## config.mk

```make
export PLATFORM = sky130hd
export DESIGN_NAME = pic_ctrl
export DESIGN_NICKNAME = d
export VERILOG_FILES = /design/src/pkg/pic_pkg.sv /design/src/pkg/pic_trig_if.sv /design/src/core/pic_ext_trig.sv /design/src/core/pic_ctrl.sv
export VERILOG_INCLUDE_DIRS = /design/src /design/src/pkg
export SDC_FILE = /design/constraint.sdc
export NUM_CORES = 1
export LEC_CHECK = 0
export ABC_AREA = 1
export BUFFER_PORTS_ARGS = -buffer_cell sky130_fd_sc_hd__buf_2
export CAP_MARGIN = 10
export CORE_MARGIN = 3
export CORE_UTILIZATION = 30
export DETAILED_ROUTE_END_ITERATION = 12
export GPL_ROUTABILITY_DRIVEN = 0
export HOLD_SLACK_MARGIN = 0.03
export SETUP_SLACK_MARGIN = 0.3
export SYNTH_ARGS = -nofsm -noshare
export SYNTH_HDL_FRONTEND = slang
export SYNTH_SLANG_ARGS = --single-unit
```

## constraint.sdc

```tcl
create_clock -name core_clk -period 22.9 [get_ports core_clk]
set_input_delay 2.29 -clock core_clk [delete_from_list [all_inputs] [get_ports core_clk]]
set_output_delay 2.29 -clock core_clk [all_outputs]
set_load 0.05 [all_outputs]
```

## src/pkg/pic_defs.svh

```systemverilog
`ifndef PIC_DEFS_SVH
`define PIC_DEFS_SVH

// Register byte addresses
`define PIC_OFF_PRIO_TIMERS   32'hFFFF_0020
`define PIC_OFF_PRIO_PERIPH   32'hFFFF_0024
`define PIC_OFF_PRIO_SLAVES   32'hFFFF_0028
`define PIC_OFF_TRIG_CFG      32'hFFFF_0034
`define PIC_OFF_NEST_STAT     32'hFFFF_013C
`define PIC_OFF_NORM_VEC      32'hFFFF_0200
`define PIC_OFF_FAST_VEC      32'hFFFF_0204
`define PIC_OFF_VEC_BASE      32'hFFFF_0208
`define PIC_OFF_NORM_EN       32'hFFFF_020C
`define PIC_OFF_FAST_EN       32'hFFFF_0210
`define PIC_OFF_NEST_CTL      32'hFFFF_0214
`define PIC_OFF_EDGE_CLR      32'hFFFF_0218
`define PIC_OFF_EVT_STAT      32'hFFFF_021C
`define PIC_OFF_EVT_MASK      32'hFFFF_0220
`define PIC_OFF_RAW_REQ       32'hFFFF_0224

// Reset values
`define PIC_RST_WORD          32'h0000_0000
`define PIC_RST_BYTE          8'h00

// Writable bits of the priority and trigger registers
`define PIC_MASK_PRIO_TIMERS  32'h0777_7070
`define PIC_MASK_PRIO_PERIPH  32'h7777_7700
`define PIC_MASK_PRIO_SLAVES  32'h0000_7777
`define PIC_MASK_TRIG_CFG     32'h0000_00FF

// Priority field positions (low bit of each 3-bit field)
`define PIC_FLD_SW            4
`define PIC_FLD_TIMER0        12
`define PIC_FLD_TIMER1        16
`define PIC_FLD_TIMER2        20
`define PIC_FLD_TIMER3        24
`define PIC_FLD_CONV          8
`define PIC_FLD_ASYNC         12
`define PIC_FLD_SPI_M         16
`define PIC_FLD_PIN0          20
`define PIC_FLD_PIN1          24
`define PIC_FLD_TWI_M         28
`define PIC_FLD_TWI_S         0
`define PIC_FLD_SPI_S         4
`define PIC_FLD_PIN2          8
`define PIC_FLD_PIN3          12

// Source numbers shown in the vector
`define PIC_SRC_SW            1
`define PIC_SRC_CONV          5
`define PIC_SRC_ASYNC         6
`define PIC_SRC_TIMER0        7
`define PIC_SRC_TIMER1        8
`define PIC_SRC_TIMER2        9
`define PIC_SRC_TIMER3        10
`define PIC_SRC_SPI_M         11
`define PIC_SRC_PIN0          12
`define PIC_SRC_PIN1          13
`define PIC_SRC_TWI_M         14
`define PIC_SRC_PIN2          15
`define PIC_SRC_PIN3          16
`define PIC_SRC_SPI_S         17
`define PIC_SRC_TWI_S         18

// Vector layout and nesting control
`define PIC_VEC_BASE_LSB      7
`define PIC_VEC_IDX_LSB       2
`define PIC_NEST_EN_BIT       1
`define PIC_NO_BLOCK          4'h8

`endif

```

## src/pkg/pic_pkg.sv

```systemverilog
package pic_pkg;
  // Three-bit urgency, zero most urgent
  typedef logic [2:0] pic_level_t;
  // Source number 0 to 19
  typedef logic [4:0] pic_src_t;
  // Trigger codes in field order: 00 high, 01 low, 10 rise, 11 fall
  typedef enum logic [1:0] {
    PIC_TRIG_HIGH,
    PIC_TRIG_LOW,
    PIC_TRIG_RISE,
    PIC_TRIG_FALL
  } pic_trig_t;
endpackage : pic_pkg

```

## src/pkg/pic_trig_if.sv

```systemverilog
`timescale 1ns/1ns
interface pic_trig_if;
  logic                pin_raw;   // Pin level, not yet synchronised
  pic_pkg::pic_trig_t  mode;      // Trigger selection
  logic                edge_clr;  // One-cycle clear of a latched edge
  logic                req;       // Request toward the priority logic
  logic                edge_evt;  // One-cycle pulse when an edge is caught
  modport core (output pin_raw, output mode, output edge_clr, input req, input edge_evt);
  modport trig (input pin_raw, input mode, input edge_clr, output req, output edge_evt);
endinterface : pic_trig_if

```

## src/core/pic_ext_trig.sv

```systemverilog
`timescale 1ns/1ns
module pic_ext_trig (
  input wire logic core_clk,  // System clock
  input wire logic rst_n,     // Asynchronous reset, active low
  pic_trig_if.trig t          // Pin, mode and request
);
  logic sync1_reg;  // First synchroniser stage
  logic sync2_reg;  // Second stage, safe to use
  logic prev_reg;   // Previous safe sample
  logic latch_reg;  // Latched edge
  logic rise;
  logic fall;
  logic hit;

  // Two-stage synchroniser; stage one feeds stage two only
  always_ff @(posedge core_clk or negedge rst_n) begin
    if (!rst_n) begin
      sync1_reg <= 1'b0;
      sync2_reg <= 1'b0;
      prev_reg  <= 1'b0;
    end else begin
      sync1_reg <= t.pin_raw;
      sync2_reg <= sync1_reg;
      prev_reg  <= sync2_reg;
    end
  end

  assign rise = sync2_reg & ~prev_reg;
  assign fall = ~sync2_reg & prev_reg;
  assign hit  = (t.mode == pic_pkg::PIC_TRIG_RISE) ? rise :
                (t.mode == pic_pkg::PIC_TRIG_FALL) ? fall : 1'b0;

  // latch edge until cleared; a new edge beats the clear
  always_ff @(posedge core_clk or negedge rst_n) begin
    if (!rst_n) begin
      latch_reg <= 1'b0;
    end else if (hit) begin
      latch_reg <= 1'b1;
    end else if (t.edge_clr) begin
      latch_reg <= 1'b0;
    end
  end

  always_comb begin
    case (t.mode)
      pic_pkg::PIC_TRIG_HIGH: t.req = sync2_reg;
      pic_pkg::PIC_TRIG_LOW:  t.req = ~sync2_reg;
      default:                t.req = latch_reg;
    endcase
  end
  assign t.edge_evt = hit;
endmodule : pic_ext_trig

```

## src/core/pic_ctrl.sv

```systemverilog
// Implementation choice: the plain strobed port.
`timescale 1ns/1ns
`include "pic_defs.svh"
module pic_ctrl #(
  parameter int NSRC = 20  // Number of request sources
) (
  input  wire logic              core_clk,   // System clock
  input  wire logic              rst_n,      // Asynchronous reset, active low
  input  wire logic [31:0]       addr,       // Register byte address
  input  wire logic [31:0]       wr_data,    // Write data
  input  wire logic              wr_en,      // Write strobe
  input  wire logic              rd_en,      // Read strobe
  output logic      [31:0]       rd_data,    // Read data, cycle after strobe
  input  wire logic [NSRC-1:0]   src_req,    // Peripheral request levels
  input  wire logic [3:0]        ext_pin,    // External request pins
  output logic                   norm_irq,   // Normal request pending
  output logic                   fast_irq,   // Fast request pending
  output logic                   int_out     // Masked event interrupt
);
  localparam int NPIN = 4;

  logic [31:0]          prio_tim_reg;    // Timer priorities
  logic [31:0]          prio_per_reg;    // Peripheral priorities
  logic [31:0]          prio_slv_reg;    // Slave and pin priorities
  logic [31:0]          trig_cfg_reg;    // Pin trigger fields
  logic [7:0]           nest_stat_reg;   // Fast nesting status
  logic [15:0]          vec_base_reg;    // Vector base value
  logic [NSRC-1:0]      norm_en_reg;     // Normal source enable
  logic [NSRC-1:0]      fast_en_reg;     // Fast source enable
  logic [7:0]           nest_ctl_reg;    // Nesting control
  logic [2:0]           evt_stat_reg;    // Sticky events
  logic [2:0]           evt_mask_reg;    // Event mask
  logic [31:0]          rd_data_reg;     // Read data register
  logic                 norm_prev_reg;   // Last normal pending
  logic                 fast_prev_reg;   // Last fast pending

  pic_pkg::pic_level_t  lvl [NSRC];      // Level of each source
  logic [NSRC-1:0]      live_req;        // Requests with pins merged
  logic [NSRC-1:0]      allowed;         // Not blocked by nesting
  logic [NSRC-1:0]      norm_act;        // Active normal requests
  logic [NSRC-1:0]      fast_act;        // Active fast requests
  logic [3:0]           blk_lvl;         // Most urgent nesting level, 8 if none
  logic                 norm_found;
  pic_pkg::pic_src_t    norm_idx;
  pic_pkg::pic_level_t  norm_lvl;
  logic                 fast_found;
  pic_pkg::pic_src_t    fast_idx;
  pic_pkg::pic_level_t  fast_lvl;
  logic [NPIN-1:0]      pin_req;         // Pin requests from trigger logic
  logic [NPIN-1:0]      pin_evt;         // Pin edge pulses
  logic                 edge_clr_wr;     // Write to the edge clear register
  logic                 fast_vec_rd;     // Read of the fast vector
  logic [7:0]           nest_low;        // Most urgent set status bit
  logic [7:0]           nest_clr;
  logic [7:0]           nest_set;
  logic [2:0]           evt_set;
  logic [2:0]           evt_clr;

  // Pin trigger logic, one instance per pin
  pic_trig_if trig_if [NPIN] ();
  for (genvar g = 0; g < NPIN; g++) begin : g_pin
    assign trig_if[g].pin_raw  = ext_pin[g];
    // field 2g+1:2g selects pin g trigger
    assign trig_if[g].mode     = pic_pkg::pic_trig_t'(trig_cfg_reg[2*g +: 2]);
    assign trig_if[g].edge_clr = edge_clr_wr & wr_data[g];
    assign pin_req[g]          = trig_if[g].req;
    assign pin_evt[g]          = trig_if[g].edge_evt;
    pic_ext_trig pic_ext_trig_inst (
      .core_clk (core_clk),
      .rst_n    (rst_n),
      .t        (trig_if[g])
    );
  end

  // Pin slots take the trigger outputs; other slots pass the peripheral level
  always_comb begin
    live_req                = src_req;
    live_req[`PIC_SRC_PIN0] = pin_req[0];
    live_req[`PIC_SRC_PIN1] = pin_req[1];
    live_req[`PIC_SRC_PIN2] = pin_req[2];
    live_req[`PIC_SRC_PIN3] = pin_req[3];
  end

  // Gather levels; sources without a field sit at the most urgent level
  always_comb begin
    for (int i = 0; i < NSRC; i++) begin
      lvl[i] = 3'h0;
    end
    lvl[`PIC_SRC_SW]     = prio_tim_reg[`PIC_FLD_SW +: 3];
    lvl[`PIC_SRC_TIMER0] = prio_tim_reg[`PIC_FLD_TIMER0 +: 3];
    lvl[`PIC_SRC_TIMER1] = prio_tim_reg[`PIC_FLD_TIMER1 +: 3];
    lvl[`PIC_SRC_TIMER2] = prio_tim_reg[`PIC_FLD_TIMER2 +: 3];
    lvl[`PIC_SRC_TIMER3] = prio_tim_reg[`PIC_FLD_TIMER3 +: 3];
    lvl[`PIC_SRC_CONV]   = prio_per_reg[`PIC_FLD_CONV +: 3];
    lvl[`PIC_SRC_ASYNC]  = prio_per_reg[`PIC_FLD_ASYNC +: 3];
    lvl[`PIC_SRC_SPI_M]  = prio_per_reg[`PIC_FLD_SPI_M +: 3];
    lvl[`PIC_SRC_PIN0]   = prio_per_reg[`PIC_FLD_PIN0 +: 3];
    lvl[`PIC_SRC_PIN1]   = prio_per_reg[`PIC_FLD_PIN1 +: 3];
    lvl[`PIC_SRC_TWI_M]  = prio_per_reg[`PIC_FLD_TWI_M +: 3];
    lvl[`PIC_SRC_TWI_S]  = prio_slv_reg[`PIC_FLD_TWI_S +: 3];
    lvl[`PIC_SRC_SPI_S]  = prio_slv_reg[`PIC_FLD_SPI_S +: 3];
    lvl[`PIC_SRC_PIN2]   = prio_slv_reg[`PIC_FLD_PIN2 +: 3];
    lvl[`PIC_SRC_PIN3]   = prio_slv_reg[`PIC_FLD_PIN3 +: 3];
  end

  // lowest set status bit is the blocking threshold
  always_comb begin
    blk_lvl = `PIC_NO_BLOCK;
    for (int k = 7; k >= 0; k--) begin
      if (nest_stat_reg[k]) begin
        blk_lvl = 4'(k);
      end
    end
  end

  // block equal and less urgent levels
  always_comb begin
    for (int i = 0; i < NSRC; i++) begin
      allowed[i] = ({1'b0, lvl[i]} < blk_lvl);
    end
  end
  assign norm_act = live_req & norm_en_reg & allowed;
  assign fast_act = live_req & fast_en_reg & allowed;

  // most urgent level wins, lowest number on a tie
  always_comb begin
    norm_found = 1'b0;
    norm_idx   = 5'h0;
    norm_lvl   = 3'h7;
    fast_found = 1'b0;
    fast_idx   = 5'h0;
    fast_lvl   = 3'h7;
    for (int i = 0; i < NSRC; i++) begin
      if (norm_act[i] && (!norm_found || lvl[i] < norm_lvl)) begin
        norm_found = 1'b1;
        norm_idx   = 5'(i);
        norm_lvl   = lvl[i];
      end
      if (fast_act[i] && (!fast_found || lvl[i] < fast_lvl)) begin
        fast_found = 1'b1;
        fast_idx   = 5'(i);
        fast_lvl   = lvl[i];
      end
    end
  end

  // Plain configuration registers; reserved bits stay zero
  always_ff @(posedge core_clk or negedge rst_n) begin
    if (!rst_n) begin
      prio_tim_reg <= `PIC_RST_WORD;
      prio_per_reg <= `PIC_RST_WORD;
      prio_slv_reg <= `PIC_RST_WORD;
      trig_cfg_reg <= `PIC_RST_WORD;
      vec_base_reg <= 16'h0000;
      norm_en_reg  <= '0;
      fast_en_reg  <= '0;
      nest_ctl_reg <= `PIC_RST_BYTE;
      evt_mask_reg <= 3'h0;
    end else if (wr_en) begin
      case (addr)
        `PIC_OFF_PRIO_TIMERS: prio_tim_reg <= wr_data & `PIC_MASK_PRIO_TIMERS;
        `PIC_OFF_PRIO_PERIPH: prio_per_reg <= wr_data & `PIC_MASK_PRIO_PERIPH;
        `PIC_OFF_PRIO_SLAVES: prio_slv_reg <= wr_data & `PIC_MASK_PRIO_SLAVES;
        `PIC_OFF_TRIG_CFG:    trig_cfg_reg <= wr_data & `PIC_MASK_TRIG_CFG;
        `PIC_OFF_VEC_BASE:    vec_base_reg <= wr_data[15:0];
        `PIC_OFF_NORM_EN:     norm_en_reg  <= wr_data[NSRC-1:0];
        `PIC_OFF_FAST_EN:     fast_en_reg  <= wr_data[NSRC-1:0];
        `PIC_OFF_NEST_CTL:    nest_ctl_reg <= wr_data[7:0];
        `PIC_OFF_EVT_MASK:    evt_mask_reg <= wr_data[2:0];
        default:              nest_ctl_reg <= nest_ctl_reg;
      endcase
    end
  end

  assign edge_clr_wr = wr_en && (addr == `PIC_OFF_EDGE_CLR);
  assign fast_vec_rd = rd_en && (addr == `PIC_OFF_FAST_VEC);

  // isolate the most urgent set bit, whatever was written
  assign nest_low = nest_stat_reg & (~nest_stat_reg + 8'h01);
  assign nest_clr = (wr_en && addr == `PIC_OFF_NEST_STAT) ? nest_low : 8'h00;
  // fast vector read with nesting on sets the level bit
  assign nest_set = (fast_vec_rd && nest_ctl_reg[`PIC_NEST_EN_BIT] && fast_found) ?
                    (8'h01 << fast_lvl) : 8'h00;

  // Nesting status; a set in the clearing cycle survives
  always_ff @(posedge core_clk or negedge rst_n) begin
    if (!rst_n) begin
      nest_stat_reg <= `PIC_RST_BYTE;
    end else begin
      nest_stat_reg <= (nest_stat_reg & ~nest_clr) | nest_set;
    end
  end

  // Events: normal pending rose, fast pending rose, any pin edge
  assign evt_set = {|pin_evt, fast_found & ~fast_prev_reg, norm_found & ~norm_prev_reg};
  assign evt_clr = (wr_en && addr == `PIC_OFF_EVT_STAT) ? wr_data[2:0] : 3'h0;

  // Sticky events, write one to clear, set wins
  always_ff @(posedge core_clk or negedge rst_n) begin
    if (!rst_n) begin
      evt_stat_reg  <= 3'h0;
      norm_prev_reg <= 1'b0;
      fast_prev_reg <= 1'b0;
    end else begin
      evt_stat_reg  <= (evt_stat_reg & ~evt_clr) | evt_set;
      norm_prev_reg <= norm_found;
      fast_prev_reg <= fast_found;
    end
  end

  // Read data registered; unmapped addresses answer zero
  always_ff @(posedge core_clk or negedge rst_n) begin
    if (!rst_n) begin
      rd_data_reg <= `PIC_RST_WORD;
    end else if (rd_en) begin
      case (addr)
        `PIC_OFF_PRIO_TIMERS: rd_data_reg <= prio_tim_reg;
        `PIC_OFF_PRIO_PERIPH: rd_data_reg <= prio_per_reg;
        `PIC_OFF_PRIO_SLAVES: rd_data_reg <= prio_slv_reg;
        `PIC_OFF_TRIG_CFG:    rd_data_reg <= trig_cfg_reg;
        `PIC_OFF_NEST_STAT:   rd_data_reg <= {24'h00_0000, nest_stat_reg};
        // zeros, base, source number, reserved zeros
        `PIC_OFF_NORM_VEC:    rd_data_reg <= {9'h000, vec_base_reg, norm_idx, 2'b00};
        `PIC_OFF_FAST_VEC:    rd_data_reg <= {9'h000, vec_base_reg, fast_idx, 2'b00};
        `PIC_OFF_VEC_BASE:    rd_data_reg <= {16'h0000, vec_base_reg};
        `PIC_OFF_NORM_EN:     rd_data_reg <= 32'(norm_en_reg);
        `PIC_OFF_FAST_EN:     rd_data_reg <= 32'(fast_en_reg);
        `PIC_OFF_NEST_CTL:    rd_data_reg <= {24'h00_0000, nest_ctl_reg};
        `PIC_OFF_EVT_STAT:    rd_data_reg <= {29'h0000_0000, evt_stat_reg};
        `PIC_OFF_EVT_MASK:    rd_data_reg <= {29'h0000_0000, evt_mask_reg};
        `PIC_OFF_RAW_REQ:     rd_data_reg <= 32'(live_req);
        default:              rd_data_reg <= `PIC_RST_WORD;
      endcase
    end
  end

  assign rd_data  = rd_data_reg;
  assign norm_irq = norm_found;
  assign fast_irq = fast_found;
  assign int_out  = |(evt_stat_reg & evt_mask_reg);
endmodule : pic_ctrl

```

# After elaboration in Yosys (flattened, before gate mapping)
# Cells that the tools add are included.
dict set report classes {
  n_addsub 1
  n_lt_le_gt_ge 54
  eq_ne 27
  shifts 1
  mux 149
  bitwise 37
  reduce_logical 139
}
# cell n
set op_table {}
lappend op_table {{$eq A32 B32 Y1 const B} 15}
lappend op_table {{$pmux W31 S14} 1}
lappend op_table {{$mux W5} 33}
lappend op_table {{$mux W3} 40}
lappend op_table {{$lt A3 B3 Y1} 30}
lappend op_table {{$and A20 B20 Y20} 4}
lappend op_table {{$lt A3 B4 Y1} 15}
lappend op_table {{$mux W1} 58}
lappend op_table {{$logic_and A1 B1 Y1} 44}
lappend op_table {{$logic_not A1 Y1} 38}
lappend op_table {{$logic_or A1 B1 Y1} 38}
lappend op_table {{$mux W4} 8}
lappend op_table {{$lt A1 B3 Y1 const A} 8}
lappend op_table {{$reduce_and A2 Y1} 9}
lappend op_table {{$and A8 B8 Y8} 2}
lappend op_table {{$eq A2 B2 Y1 const B} 8}
lappend op_table {{$mux W8} 2}
lappend op_table {{$not A8 Y8} 2}
lappend op_table {{$and A1 B1 Y1} 14}
lappend op_table {{$not A1 Y1} 10}
lappend op_table {{$add A8 B1 Y8 const B} 1}
lappend op_table {{$eq A2 B1 Y1 const B} 4}
lappend op_table {{$logic_not A2 Y1} 4}
lappend op_table {{$or A8 B8 Y8} 1}
lappend op_table {{other kinds (10)} 19}
dict set report word_totals {
  ff_bits 181
  input_bits 92
  output_inout_bits 35
  wordCells 438
}

# Depth between registers and ports, before layout
dict set report logic_depth {
  word_depth 90
  depth_mapped 152
}

# Cells and area by module
# From an unflattened synthesis, not the netlist that was laid out.
dict set report hier_totals {
  cells_unflattened 1978
  hier_area_um2 13370.3
}
# mod n_inst cells_each area_each_um2 seq_area_each_um2
set by_module_without_submodules {}
lappend by_module_without_submodules {pic_ctrl 1 1886 12664.6 4053.9}
lappend by_module_without_submodules {pic_ext_trig 4 23 176.4 100.1}

# Worst setup path before layout
# OpenSTA, ideal clock, no wires.
dict set report synth_path {
  path_kind {input port to output port}
  startpoint {input src_req[0]}
  endpoint {output norm_irq}
  arrival_time_ps 15783
  slack_ps 4827
  stages 112
  path_buffers 0
  path_cell_list {inv_1 -> nor3_2 -> ha_1 -> o21ai_0 -> inv_1 -> o21ai_1 -> nand4_1 -> o21ai_0 -> inv_1 -> nor2_1 -> nand2_1 -> nand2_1 -> nand2_1 -> ha_1 -> a21oi_1 -> nand2_1 -> nand2_2 -> nand2_2 -> (+76 left out) -> nand2_2 -> nand2_2 -> o21ai_0 -> ha_1 -> a21oi_1 -> nand2_1 -> nand2_2 -> nand2_4 -> nand2_1 -> o21ai_1 -> ha_1 -> a21oi_1 -> nand2_1 -> nand2_1 -> nand3_1 -> nand2_1 -> nand2_2 -> nand2_1}
}
dict set report synth_between {
  elab_chain_cells 79
  word_cells_on_any_way 117
  classes_between {order compare: 19; mux: 39; bitwise: 2; reduce/logical: 57}
}
# element line_no
set synth_lines {}
lappend synth_lines {{start, declared} pic_ctrl.sv:14} ;# input wire logic [NSRC-1:0] src_req,
lappend synth_lines {{$and A20 B20 Y20 * (2 in series)} pic_ctrl.sv:122} ;# assign norm_act = live_req & norm_en_reg & allowed;
lappend synth_lines {{$mux W3 / $mux W1 (equally long branches)} pic_ctrl.sv:134} ;# if (norm_act[i] && (!norm_found || lvl[i] < norm_lvl)) begin
lappend synth_lines {{$lt A3 B3 Y1 / $logic_not A1 Y1 (equally long branches)} pic_ctrl.sv:134}
lappend synth_lines {{$logic_or A1 B1 Y1} pic_ctrl.sv:134}
lappend synth_lines {{$logic_and A1 B1 Y1} pic_ctrl.sv:134}
lappend synth_lines {{$mux W3 / $mux W1 (equally long branches)} pic_ctrl.sv:134}
lappend synth_lines {{$lt A1 B3 Y1 / $logic_not A1 Y1 (equally long branches)} pic_ctrl.sv:134}
lappend synth_lines {{$logic_or A1 B1 Y1} pic_ctrl.sv:134}
lappend synth_lines {{(+62 left out)} --}
lappend synth_lines {{$lt A3 B3 Y1 / $logic_not A1 Y1 (equally long branches)} pic_ctrl.sv:134}
lappend synth_lines {{$logic_or A1 B1 Y1} pic_ctrl.sv:134}
lappend synth_lines {{$logic_and A1 B1 Y1} pic_ctrl.sv:134}
lappend synth_lines {{$mux W3 / $mux W1 (equally long branches)} pic_ctrl.sv:134}
lappend synth_lines {{$lt A1 B3 Y1 / $logic_not A1 Y1 (equally long branches)} pic_ctrl.sv:134}
lappend synth_lines {{$logic_or A1 B1 Y1} pic_ctrl.sv:134}
lappend synth_lines {{$logic_and A1 B1 Y1} pic_ctrl.sv:134}
lappend synth_lines {{$mux W1 *} pic_ctrl.sv:134}
lappend synth_lines {{end, declared} pic_ctrl.sv:16} ;# output logic norm_irq,
# Every way passes the cells marked *; elsewhere a longest branch is shown, timed or not.

# Worst setup path after layout
# Same ends and word-level chain as after synthesis.

==> results.md <==
* Min-Delay Path Class: flop to flop
* Post-synth ARST share at 100%
* Number of synthesized register bits at 178
* CTS Hold Bufs at 0
* Initial antenna violation count at 1
* CP Capture Type: primary output
* Initial core utilization at ~31%
* Total GRT Usage at 20.2%
* Worst EP arrival at 18.64 ns
* Yosys warns at 0
* Largest area contributor in the netlist: dfrtp_1
* Power Dens Cells at 42.6 nW/um^2
* Final setup fails at 0
* CTS Root Cell: clkbuf_16
* Slew Viols, Final at 0
* CTS buffer count at 17
* Die footprint at 46100 um^2
* Max reg flops at 29
* CTS clk-pin slew, worst paths at 0.07 ns
* Cell Area, Synth at 13100 um^2
* Synth unique cells at 50
* Crit-path most repeated cell: nand2_1
* Core ar. at 42500 um^2
* Slowest Stage Delay on Critical Path at approximately 0.4 ns
* Final HPWL DP at 36.8 mm
* Commonest cells after routing, fill and taps aside: nand2_1 (565), inv_1 (263), o21ai_0 (217)
* Std-Cell Rows at 75
* Via Count at 13300
* Resized Gates After CTS at 0
* Wire per inst at 18.1 um
* LEAKAGE at 8.02 nW
* TritonCTS clock tree: built
* Initial DRC count at 1328
* Yosys top cell area share at 34.1%
* Die Wd at between 200 and 250 um
* Avg Cell Area, Syn at 6.85 um^2
* Vias in the first global route at 12700
* Slew @ Worst Pin at ~1.2 ns
* Layout cells sized above 1 at 13.3%
* Commonest non-fill, non-tap cell in the layout: nand2_1
* Clock Sinks at 178
* Crit path max fanout at 8
* RSZ-0062 raised after global routing: false
* Most used flip-flop cell after synthesis: dfrtp_1
* Sequential fraction of the synthesis area at roughly a third
* Final Critical Period at 20.93 ns
* Post-synth EDFFs at 0
* Synth Instances at about 1900
* # fillers at 4539
* Via/cell ratio at 5.11
* Drc violations at 0
* Worst path slowest cell: nor3_2
* R2R Setup Slk at 5.79 ns
* Class of the most critical setup path: input port to primary output
* ANT nets after route at 0
* Setup Skew at 0.0135 ns
* H-Tree Depth at 4
* Post-Route WL at 47.4 mm
* Nets at 2190
* Max IR drop VDD at 36.0 uV
* Status: finished, final reports clean
* Startpoint types: input port
* Relative slew slack at around a fifth
* Skew-Pair Late Insertion Delay at around 0.46 ns
* Max_cap viols at 0
* Largest cells by area after synthesis: dfrtp_1 (34%), nand2_1 (16%), o21ai_0 (8.3%), inv_1 (7.6%), ha_1 (7.3%)
* DRT Pass-1 Iters at 6
* Number of post-CTS setup repair buffers at 0
* Worst Path Required at 20.61 ns
* Setup TNS at 0 ns
* Pin count of the biggest net entering global routing at around 100
* Port Buffers at 116
* Final count of hold timing violations at 0
* CTS max path bufs at 2
* Die Span Y at around 210 um
* Global-route wire length before repair at 72.9 mm
* Grt ovf at 0
* # IOs at approximately 130
* Area grow syn2layout at 14.0%
* Period utilisation layout at between 90% and 100%
* FMAX at 0.0478 GHz
* Total power at approximately 630 uW
==> Yosys cell counts, types with 3 or more instances <==
| master | count |
|---|---|
| a2111oi_0 | 7 |
| a211oi_1 | 7 |
| a21oi_1 | 44 |
| a221oi_1 | 12 |
| a22o_1 | 11 |
| buf_4 | 4 |
| clkbuf_1 | 31 |
| clkinv_1 | 4 |
| dfrtp_1 | 178 |
| ha_1 | 76 |
| inv_1 | 263 |
| inv_2 | 5 |
| mux2_2 | 3 |
| nand2_1 | 565 |
| nand2_2 | 52 |
| nand2_4 | 21 |
| nand3_1 | 138 |
| nand3_2 | 4 |
| nand4_1 | 29 |
| nor2_1 | 105 |
| nor2_2 | 4 |
| nor2_4 | 4 |
| nor3_1 | 40 |
| nor4_1 | 6 |
| o2111ai_1 | 3 |
| o211ai_1 | 5 |
| o21a_1 | 4 |
| o21ai_0 | 218 |
| o21ai_1 | 8 |
| o221ai_1 | 7 |
| o22ai_1 | 20 |
| or2_2 | 6 |
==> cell families after synthesis <==
| logic type | count (synthesis) | synth area share [%] |
|---|---|---|
| fa+ha+maj | 76 | 7.27 |
| other cells | 1 | 0.0287 |
| flops | 178 | 34.1 |
| mux | 3 | 0.258 |
| compound gates | 357 | 15.6 |
| simple gates | 980 | 33.5 |
| buf+inv | 313 | 9.26 |
==> final timing paths <==
check                                                          start                                    to  cells past startpoint
worst max-delay path                                      src_req[0]                              norm_irq                    114
worst min-delay path            g_pin[2].pic_ext_trig_inst.sync1_reg  g_pin[2].pic_ext_trig_inst.sync2_reg                      0
worst max register to register                      nest_stat_reg[2]                      nest_stat_reg[3]                    127
worst min register to register  g_pin[2].pic_ext_trig_inst.sync1_reg  g_pin[2].pic_ext_trig_inst.sync2_reg                      0
max in group asynchronous                                      rst_n                            rd_data[9]                      2
min in group asynchronous                                      rst_n  g_pin[2].pic_ext_trig_inst.sync1_reg                      1
==> through the flow <==
| step | area, um^2 | setup slack, ns | util [%] | instances | hold WS [ns] |
|---|---|---|---|---|---|
| 3_5_place_dp | 14300 | 2.19 | 33.7 | 2580 | 0.339 |
| 2_1_floorplan | 13100 | 4.83 | - | 1910 | 0.331 |
| 3_3_place_gp | 14300 | 2.67 | 33.7 | 2580 | 0.332 |
| 6_report | 14900 | 1.97 | 35.1 | 2613 | 0.351 |
| 4_1_cts | 14900 | 2.17 | 35.1 | 2612 | 0.355 |
| 5_1_grt | 14900 | 0.410 | 35.1 | 2612 | 0.370 |
==> worst max-delay path, delay by kind of cell <==
kind            cells  cell delay [ns]
simple gates       64             5.66
buf+inv            11             0.82
fa+ha+maj          15             4.55
compound gates     24             5.30
==> report_power, final <==
part	switching, mW	leakage, nW	internal, mW
Combinational	0.0225	5.34	0.00717
Sequential	0.000593	2.42	0.315
Clock	0.138	0.267	0.151
Total	0.161	8.02	0.473
==> metal layers <==
metal  GRT usage [%]  routed length (um)
met5               0                   0
met4            7.19                1460
met3            3.56                3630
met2            31.6               21000
met1            28.2               21300
==> cell type report <==
type	count	area (um^2)	share of cell area (%)
Tap cell	577	722	4.84
Multi-Input combinational cell	1419	7430	49.8
Inverter	274	1030	6.92
Clock buffer	18	429	2.88
Timing Repair Buffer	132	709	4.76
Antenna cell	1	2.50	0.0168
Clock inverter	14	129	0.865
Sequential cell	178	4450	29.9
Note: power is estimated with default switching activity, not from simulation.
